[src/core/fpcsr_pkg.sv]
// Constants for the floating-point control and status register bank
package fpcsr_pkg;
    // Control register numbers on the control-move path
    localparam logic [4:0]  ADDR_COND_ALIAS  = 5'h19;
    localparam logic [4:0]  ADDR_EXC_ALIAS   = 5'h1a;
    localparam logic [4:0]  ADDR_EN_ALIAS    = 5'h1c;
    localparam logic [4:0]  ADDR_CTRL_STATUS = 5'h1f;

    localparam logic [31:0] CTRL_STATUS_RESET = 32'h0000_0f80;

    // Main register field positions
    localparam int FCC_HI_MSB   = 31;
    localparam int FCC_HI_LSB   = 25;
    localparam int FTZ_BIT      = 24;
    localparam int FCC0_BIT     = 23;
    localparam int TOP_MODE_BIT = 21;
    localparam int CAUSE_MSB    = 17;
    localparam int CAUSE_LSB    = 12;
    localparam int ENABLE_MSB   = 11;
    localparam int ENABLE_LSB   = 7;
    localparam int FLAG_MSB     = 6;
    localparam int FLAG_LSB     = 2;
    localparam int RM_MSB       = 1;
    localparam int RM_LSB       = 0;

    // Enable alias field positions
    localparam int EN_ALIAS_FTZ_BIT = 2;

    // Bit order inside cause: E V Z O U I
    localparam int EXC_UNIMPL    = 5;
    localparam int EXC_UNDERFLOW = 1;

    typedef enum logic [1:0] {
        FPCSR_RM_NEAREST = 2'b00,
        FPCSR_RM_ZERO    = 2'b01,
        FPCSR_RM_PLUS    = 2'b10,
        FPCSR_RM_MINUS   = 2'b11
    } fpcsr_rm_t;
endpackage : fpcsr_pkg

[src/core/fpcsr_regs.sv]
// Floating-point control and status register bank with alias views
// How it works
// Reset value enables all five exceptions.
// Compare writes its outcome to condition bit.
// Flush mode turns denormal results into zero.
// Bit 21 enables stack-top register renaming.
// Cause field sits in bits 17 to 12.
// Several conditions set several cause bits together.
// Operations and control writes to main or exception view rewrite cause; moves leave it.
// Unimplemented cause set when emulation needed.
// Trapping operation writes no destination result.
// Cause with its enable raises exception immediately.
// Unimplemented cause always raises an exception.
// Handler clears enabled cause before returning.
// Untrapped operation writes default result, no exception.
// Flags sticky, cleared only by control write.
// Trapping operation leaves flags untouched.
// Two low bits select rounding for operations.
// Mode zero rounds nearest, ties to even.
// Mode three rounds toward negative infinity.
// Condition alias packs the eight condition bits.
// Exception alias shows cause and flags only.
// Enable alias shows enables, flush, rounding.
// Mode one toward zero, two toward plus.
// Fields placed in the customary bit layout.
`timescale 1ns/1ps
module fpcsr_regs (
    input  wire logic        clk,
    input  wire logic        reset_n,
    input  wire logic        clk_en,
    // Control-move access
    input  wire logic        ctl_wr_en,
    input  wire logic        ctl_rd_en,
    input  wire logic [4:0]  ctl_addr,
    input  wire logic [31:0] ctl_wdata,
    output logic      [31:0] ctl_rdata,
    // Compare results
    input  wire logic        cmp_valid,
    input  wire logic [2:0]  cmp_cc_index,
    input  wire logic        cmp_result,
    // Completing arithmetic operation
    input  wire logic        op_valid,
    input  wire logic [5:0]  op_exc,
    input  wire logic        op_denorm,
    output logic             result_wr_en,
    output logic             result_force_zero,
    output logic             fp_exc_trap,
    // Rounding request from the datapath
    input  wire logic        rnd_valid,
    input  wire logic        rnd_sign,
    input  wire logic        rnd_lsb,
    input  wire logic        rnd_guard,
    input  wire logic        rnd_sticky,
    output logic             rnd_inc_valid,
    output logic             rnd_increment,
    // Register renaming for decode
    input  wire logic [4:0]  rename_in,
    input  wire logic [2:0]  stack_top,
    output logic      [4:0]  rename_out,
    // Live control fields
    output logic      [1:0]  rounding_field,
    output logic             flush_to_zero,
    output logic             stack_top_mode,
    output logic      [7:0]  fp_condition_codes
);
    logic [7:0] fcc;
    logic       ftz;
    logic       top_mode;
    logic [5:0] cause;
    logic [4:0] enables;
    logic [4:0] flags;
    logic [1:0] rm;

    // Address decode
    wire hit_main = (ctl_addr == fpcsr_pkg::ADDR_CTRL_STATUS);
    wire hit_cond = (ctl_addr == fpcsr_pkg::ADDR_COND_ALIAS);
    wire hit_exc  = (ctl_addr == fpcsr_pkg::ADDR_EXC_ALIAS);
    wire hit_en   = (ctl_addr == fpcsr_pkg::ADDR_EN_ALIAS);
    wire wr_main  = clk_en & ctl_wr_en & hit_main;
    wire wr_cond  = clk_en & ctl_wr_en & hit_cond;
    wire wr_exc   = clk_en & ctl_wr_en & hit_exc;
    wire wr_en    = clk_en & ctl_wr_en & hit_en;

    // Main and alias views
    wire [31:0] view_main = {fcc[7:1], ftz, fcc[0], 1'b0, top_mode, 3'b000,
                             cause, enables, flags, rm};  // see R05
    wire [31:0] view_cond = {24'h00_0000, fcc};
    wire [31:0] view_exc  = {14'h0000, cause, 5'h00, flags, 2'b00};
    wire [31:0] view_en   = {20'h0_0000, enables, 4'h0, ftz, rm};
    wire [31:0] read_sel  = hit_main ? view_main :
                            hit_cond ? view_cond :
                            hit_exc  ? view_exc  :
                            hit_en   ? view_en   : 32'h0000_0000;

    // Write data per alias
    wire [5:0] w_cause  = ctl_wdata[fpcsr_pkg::CAUSE_MSB:fpcsr_pkg::CAUSE_LSB];
    wire [4:0] w_enable = ctl_wdata[fpcsr_pkg::ENABLE_MSB:fpcsr_pkg::ENABLE_LSB];
    wire [4:0] w_flag   = ctl_wdata[fpcsr_pkg::FLAG_MSB:fpcsr_pkg::FLAG_LSB];
    wire [1:0] w_rm     = ctl_wdata[fpcsr_pkg::RM_MSB:fpcsr_pkg::RM_LSB];
    wire [7:0] w_fcc_main = {ctl_wdata[fpcsr_pkg::FCC_HI_MSB:fpcsr_pkg::FCC_HI_LSB],
                             ctl_wdata[fpcsr_pkg::FCC0_BIT]};

    // Operation evaluation
    logic [5:0] eff_cause;
    logic       op_traps;
    logic       flush_zero;

    fpcsr_exc_eval u_exc_eval (
        .raw_exc       (op_exc),
        .denorm_result (op_denorm),
        .flush_en      (ftz),
        .enables       (enables),
        .eff_cause     (eff_cause),
        .flush_zero    (flush_zero),
        .traps         (op_traps)
    );

    wire op_fire = clk_en & op_valid;
    assign result_wr_en      = op_valid & ~op_traps;  // see R09
    assign result_force_zero = op_valid & flush_zero;
    // Live trap from stored cause, also after control writes
    assign fp_exc_trap = (|(cause[4:0] & enables))
                       | cause[fpcsr_pkg::EXC_UNIMPL];  // see R10 see R11

    // Next values
    wire [7:0] fcc_base   = wr_main ? w_fcc_main : wr_cond ? ctl_wdata[7:0] : fcc;
    wire [7:0] cmp_mask   = 8'h01 << cmp_cc_index;
    wire       cmp_fire   = clk_en & cmp_valid;
    wire [7:0] next_fcc   = cmp_fire ? ((fcc_base & ~cmp_mask)
                                       | (cmp_result ? cmp_mask : 8'h00))
                                     : fcc_base;
    wire [5:0] cause_base = (wr_main | wr_exc) ? w_cause : cause;
    wire [5:0] next_cause = op_fire ? eff_cause : cause_base;
    wire [4:0] flag_base  = (wr_main | wr_exc) ? w_flag : flags;
    wire [4:0] flag_set   = (op_fire & ~op_traps) ? eff_cause[4:0] : 5'h00;
    wire [4:0] next_flags = flag_base | flag_set;  // see R14
    wire [4:0] next_enables = (wr_main | wr_en) ? w_enable : enables;
    wire       next_ftz   = wr_main ? ctl_wdata[fpcsr_pkg::FTZ_BIT] :
                            wr_en   ? ctl_wdata[fpcsr_pkg::EN_ALIAS_FTZ_BIT] : ftz;
    wire [1:0] next_rm    = (wr_main | wr_en) ? w_rm : rm;
    wire       next_top   = wr_main ? ctl_wdata[fpcsr_pkg::TOP_MODE_BIT] : top_mode;

    always_ff @(posedge clk or negedge reset_n) begin
        if (!reset_n) begin
            fcc      <= 8'h00;
            ftz      <= fpcsr_pkg::CTRL_STATUS_RESET[fpcsr_pkg::FTZ_BIT];
            top_mode <= fpcsr_pkg::CTRL_STATUS_RESET[fpcsr_pkg::TOP_MODE_BIT];
            cause    <= fpcsr_pkg::CTRL_STATUS_RESET[fpcsr_pkg::CAUSE_MSB:fpcsr_pkg::CAUSE_LSB];
            enables  <= fpcsr_pkg::CTRL_STATUS_RESET[fpcsr_pkg::ENABLE_MSB:
                                                     fpcsr_pkg::ENABLE_LSB];
            flags    <= fpcsr_pkg::CTRL_STATUS_RESET[fpcsr_pkg::FLAG_MSB:fpcsr_pkg::FLAG_LSB];
            rm       <= fpcsr_pkg::CTRL_STATUS_RESET[fpcsr_pkg::RM_MSB:fpcsr_pkg::RM_LSB];
        end else begin
            fcc      <= next_fcc;
            ftz      <= next_ftz;
            top_mode <= next_top;
            cause    <= next_cause;
            enables  <= next_enables;
            flags    <= next_flags;
            rm       <= next_rm;
        end
    end

    // Registered read data
    always_ff @(posedge clk or negedge reset_n) begin
        if (!reset_n) begin
            ctl_rdata <= 32'h0000_0000;
        end else if (clk_en && ctl_rd_en) begin
            ctl_rdata <= read_sel;
        end
    end

    // Rounding decision, one cycle after request
    logic rnd_inc_comb;

    fpcsr_round_decide u_round (
        .mode      (rm),
        .sign      (rnd_sign),
        .lsb       (rnd_lsb),
        .guard     (rnd_guard),
        .sticky    (rnd_sticky),
        .increment (rnd_inc_comb)
    );

    always_ff @(posedge clk or negedge reset_n) begin
        if (!reset_n) begin
            rnd_inc_valid <= 1'b0;
            rnd_increment <= 1'b0;
        end else if (clk_en) begin
            rnd_inc_valid <= rnd_valid;
            rnd_increment <= rnd_valid & rnd_inc_comb;
        end
    end

    // Stack-top renaming of the low register bits
    wire [2:0] renamed_low = rename_in[2:0] + stack_top;
    assign rename_out = top_mode ? {rename_in[4:3], renamed_low} : rename_in;

    assign rounding_field     = rm;
    assign flush_to_zero      = ftz;
    assign stack_top_mode     = top_mode;
    assign fp_condition_codes = fcc;
endmodule : fpcsr_regs

[src/core/fpcsr_exc_eval.sv]
// Effective cause, flush and trap decision for one completing operation
`timescale 1ns/1ps
module fpcsr_exc_eval (
    input  wire logic [5:0] raw_exc,
    input  wire logic       denorm_result,
    input  wire logic       flush_en,
    input  wire logic [4:0] enables,
    output logic      [5:0] eff_cause,
    output logic            flush_zero,
    output logic            traps
);
    // Flushed denormal gives zero, not underflow
    assign flush_zero = flush_en & denorm_result;
    assign eff_cause  = flush_zero
                      ? (raw_exc & ~(6'h01 << fpcsr_pkg::EXC_UNDERFLOW))
                      : raw_exc;  // see R06
    // Unimplemented has no enable and always traps
    assign traps = (|(eff_cause[4:0] & enables))
                 | eff_cause[fpcsr_pkg::EXC_UNIMPL];  // see R10
endmodule : fpcsr_exc_eval

[src/core/fpcsr_round_decide.sv]
// Round-up decision from the rounding field and guard bits
`timescale 1ns/1ps
module fpcsr_round_decide (
    input  wire logic [1:0] mode,
    input  wire logic       sign,
    input  wire logic       lsb,
    input  wire logic       guard,
    input  wire logic       sticky,
    output logic            increment
);
    wire inexact = guard | sticky;
    // Magnitude increment per mode
    assign increment =
        (mode == fpcsr_pkg::FPCSR_RM_NEAREST) ? (guard & (sticky | lsb)) :
        (mode == fpcsr_pkg::FPCSR_RM_ZERO)    ? 1'b0 :
        (mode == fpcsr_pkg::FPCSR_RM_PLUS)    ? (inexact & ~sign) :
                                                (inexact & sign);
endmodule : fpcsr_round_decide

[config.mk]
export PLATFORM = sky130hd
export DESIGN_NAME = fpcsr_regs
export DESIGN_NICKNAME = d
export VERILOG_FILES = /design/src/core/fpcsr_pkg.sv /design/src/core/fpcsr_regs.sv /design/src/core/fpcsr_exc_eval.sv /design/src/core/fpcsr_round_decide.sv
export SDC_FILE = /design/constraint.sdc
export NUM_CORES = 1
export LEC_CHECK = 0
export ABC_AREA = 1
export ABC_CLOCK_PERIOD_IN_PS = 1400
export BUFFER_PORTS_ARGS = -buffer_cell sky130_fd_sc_hd__buf_2
export CAP_MARGIN = 30
export CORE_MARGIN = 5
export CORE_UTILIZATION = 51
export CTS_BUF_LIST = sky130_fd_sc_hd__clkbuf_4
export CTS_CLUSTER_DIAMETER = 50
export DETAILED_ROUTE_END_ITERATION = 12
export PLACE_DENSITY = 0.82
export SETUP_SLACK_MARGIN = 0.1
export SYNTH_ARGS = -nofsm -noshare
export SYNTH_HDL_FRONTEND = slang
export SYNTH_SLANG_ARGS = --single-unit
[constraint.sdc]
create_clock -name clk -period 1.4 [get_ports clk]
set_input_delay 0.07 -clock clk [delete_from_list [all_inputs] [get_ports clk]]
set_output_delay 0.07 -clock clk [all_outputs]
set_load 0.01 [all_outputs]
==> summary.txt <==
Status
  • Status: finished with violations
  • Failing checks: negative setup slack

Pwr
  • Power per cell area: 1038 nW/um^2
  • Worst VDD drop: 0.5954 mV
  • Leakage: 2.428 nW

Final layout
  • Area Growth Syn to Fin: 35.20%
  • Area of the multi-input gates: 1490 um^2
  • Seq. cell area: 1458 um^2
  • Post-layout util: 0.6990
  • Nets: 639
  • Fillers: 497
  • Diode count: 0
  • Share of cells above drive strength 1: 0.3264

Logic synthesis
  • Number of enable flip-flop cells after synthesis: 0
  • Top FF cell, synth: dfrtp_1
  • Fraction of registers with async set/reset: 1.000
  • Seq cells post-synth: 58
  • Post-Synthesis Cells: 420
  • Post-synth top area share: 0.4086
  • Yosys warnings: 0
  • Sequential area share after synthesis: 0.4491
  • Synth area leaders: dfrtp_1 (41%), nand2_1 (14%), nand3_1 (8.0%), inv_1 (6.0%), dfstp_2 (4.0%)
  • Syn_area_per_cell: 7.728 um^2
  • Synth unique cells: 39
  • Most frequent cell after synthesis: nand2_1
  • Synthesized area: 3246 um^2
  • Yosys top cell by area: dfrtp_1
  • Synth top cells by count: nand2_1 (118), dfrtp_1 (53), inv_1 (52), nand3_1 (52), nor2_1 (27)

Placed design
  • PortBufs: 109
  • Placer Congestion: 0.8829
  • Hpwl dp: 6.821 mm

Routing
  • DRC violations left: 0
  • Wire per inst: 15.50 um
  • Iteration count of the initial detailed-routing pass: 5
  • Post-route antenna net violation count: 0
  • Vias: 3541
  • Starting DRC count in detailed routing: 333
  • Via density: 5.448
  • Total Wirelength: 10.08 mm

STA
  • Setup Skew: 0.01147 ns
  • Final min period: 1.534 ns
  • Total Neg Setup Slack: -0.2946 ns
  • # setup viols final: 3
  • Max Fclk: 651.8 MHz
  • Final Worst Setup Slack: -0.1341 ns
  • Fin. Hold Viols: 0
  • RSZ-0062 raised after global routing: yes
  • Period Utilization, post-route: 1.096
  • Max Slew Vio Count: 0

Critical path
  • Crit end category: output port
  • Crit start category: flip-flop
  • Critical Path AT: 1.46 ns
  • CP Class: flip-flop to output port
  • Reg2reg setup slack: -0.05 ns
  • CP Max Fanout: 3
  • Launch point of the worst reg-to-reg path: enables[3]
  • CP Launch Point: enables[3]
  • Required time of the critical path: 1.33 ns

Worst hold path
  • Hold Path Origin: ctl_wdata[30]
  • HP Class: input port to flip-flop

Floorplanning
  • Initial Util: 0.5170
  • Horiz. Die Dim: 89.78 um
  • Die area: 8060 um^2
  • IO Pins: 122
  • Rows: 29
  • Core area: 6277 um^2
  • Die span in y: 89.78 um

CTS
  • Total CTS buffers: 9
  • Clock-pin slew on the worst setup and hold paths: 0.09 ns
  • TritonCTS clock tree: built
  • CTS Sinks: 58
  • Max H-tree Level: 3
  • Clk_lat worst skew: 0.40 ns
  • Clock root cell: clkbuf_4
  • Clock buffer depth: 2

Global route
  • Initial antenna violation count: 0
  • GRT Total Usage: 0.2425
  • Pin count of the biggest net entering global routing: 59
  • Gr ovfl total: 0
  • First-pass GRT wire length: 16.22 mm
  • Vias in the first global route: 3462

Job
  • Max Cap Violations: 0
==> power breakdown <==
group	internal, mW	switching, mW	leakage [nW]
Sequential	1.93	0.202	0.729
Combinational	0.565	0.705	1.62
Clock	0.564	0.590	0.0741
==> cell usage in the layout (no fill, tap or decap), types with 2 or more instances in the layout <==
master         instances
a21oi_1               10
buf_2                108
buf_4                 22
buf_6                  3
clkbuf_4              11
clkinv_2               2
conb_1                 4
dfrtp_1               53
dfstp_2                5
dlygate4sd3_1         24
inv_1                 49
inv_2                  4
inv_4                  3
nand2_1              113
nand2_2                8
nand2_4                3
nand3_1               51
nand3_4                2
nand3b_1               3
nand4_1               18
nor2_1                27
o211ai_1               4
o211ai_2               4
o21ai_0               13
o21ai_1                4
o21ai_4                2
o31ai_1                5
==> area by class of cell <==
class,count,share of cell area
timing repair buffer,158,0.2278
sequential,58,0.3322
multi-input combinational,286,0.3396
clock inverter,4,0.009980
clock buffer,11,0.01882
tap,77,0.02196
inverter,56,0.04962
==> final timing paths <==
path	end	depth (start not counted)
setup / recovery	result_wr_en	6
hold / removal	fp_condition_codes[6]	5
setup reg to reg	flags[1]	8
hold reg to reg	ctl_rdata[17]	2
max in group asynchronous	enables[0]	3
min in group asynchronous	ctl_rdata[17]	3
==> cells by family (layout without fill, tap and decap cells) <==
| kind of cell | Yosys count | count (layout) | synth area share |
|---|---|---|---|
| AOI/OAI and AO/OA | 46 | 46 | 0.09291 |
| xor gates and xnor gates | 2 | 2 | 0.005398 |
| adders and majority gates | 2 | 2 | 0.01002 |
| buffers and inverters | 79 | 229 | 0.1130 |
| DFF | 58 | 58 | 0.4491 |
| muxes | 1 | 1 | 0.003469 |
| other | 1 | 4 | 0.001155 |
| and+or+nand+nor | 231 | 231 | 0.3250 |
==> stage by stage <==
step / setup slack (ns) / instances / power [mW] / instance area [um^2] / hold slack [ns]
2_1_floorplan: 0.1545 / 423 / 2.701 / 3257 / -0.2256
3_3_place_gp: 0.1113 / 598 / 3.118 / 3850 / 0.09205
3_5_place_dp: 0.05961 / 598 / 3.157 / 3850 / 0.09229
4_1_cts: -0.1073 / 645 / 4.429 / 4299 / 0.009515
5_1_grt: -0.2299 / 650 / 4.794 / 4388 / 0.02459
6_report: -0.1341 / 650 / 4.553 / 4388 / 0.02975
==> what timing repair did <==
action | CTS | global route
buffers inserted | 8 | 6
hold buffers | 24 | 0
pin swaps | 3 | 6
hold endpoints to repair | 85 | 0
resized for setup | 11 | 13
endpoints found under the setup margin | 5 | 10
==> flip-flops by register name (all words and copies together) (netlist names) <==
name and cells:
rnd_increment 1, rounding_field 2, flags 5, cause 6, stack_top_mode 1, enables 5, flush_to_zero 1, rnd_inc_valid 1
fp_condition_codes 8, ctl_rdata 28
==> metal layers <==
| metal | wire [um] | share of wire | track usage |
|---|---|---|---|
| met1 | 3972 | 0.39 | 0.3032 |
| met2 | 4821 | 0.48 | 0.3884 |
| met3 | 879 | 0.087 | 0.05927 |
| met4 | 405 | 0.040 | 0.1234 |
| met5 | 0 | 0 | 0 |
==> worst max-delay path, cell delays in order, from the launching register on <==
cell and delay, ns:
dfstp_2 0.56, nand2_1 0.11, o21ai_4 0.09, inv_2 0.07, nand3_4 0.07, nor2_1 0.04
buf_2 0.13
No activity file was read; power rests on OpenSTA's default activity.
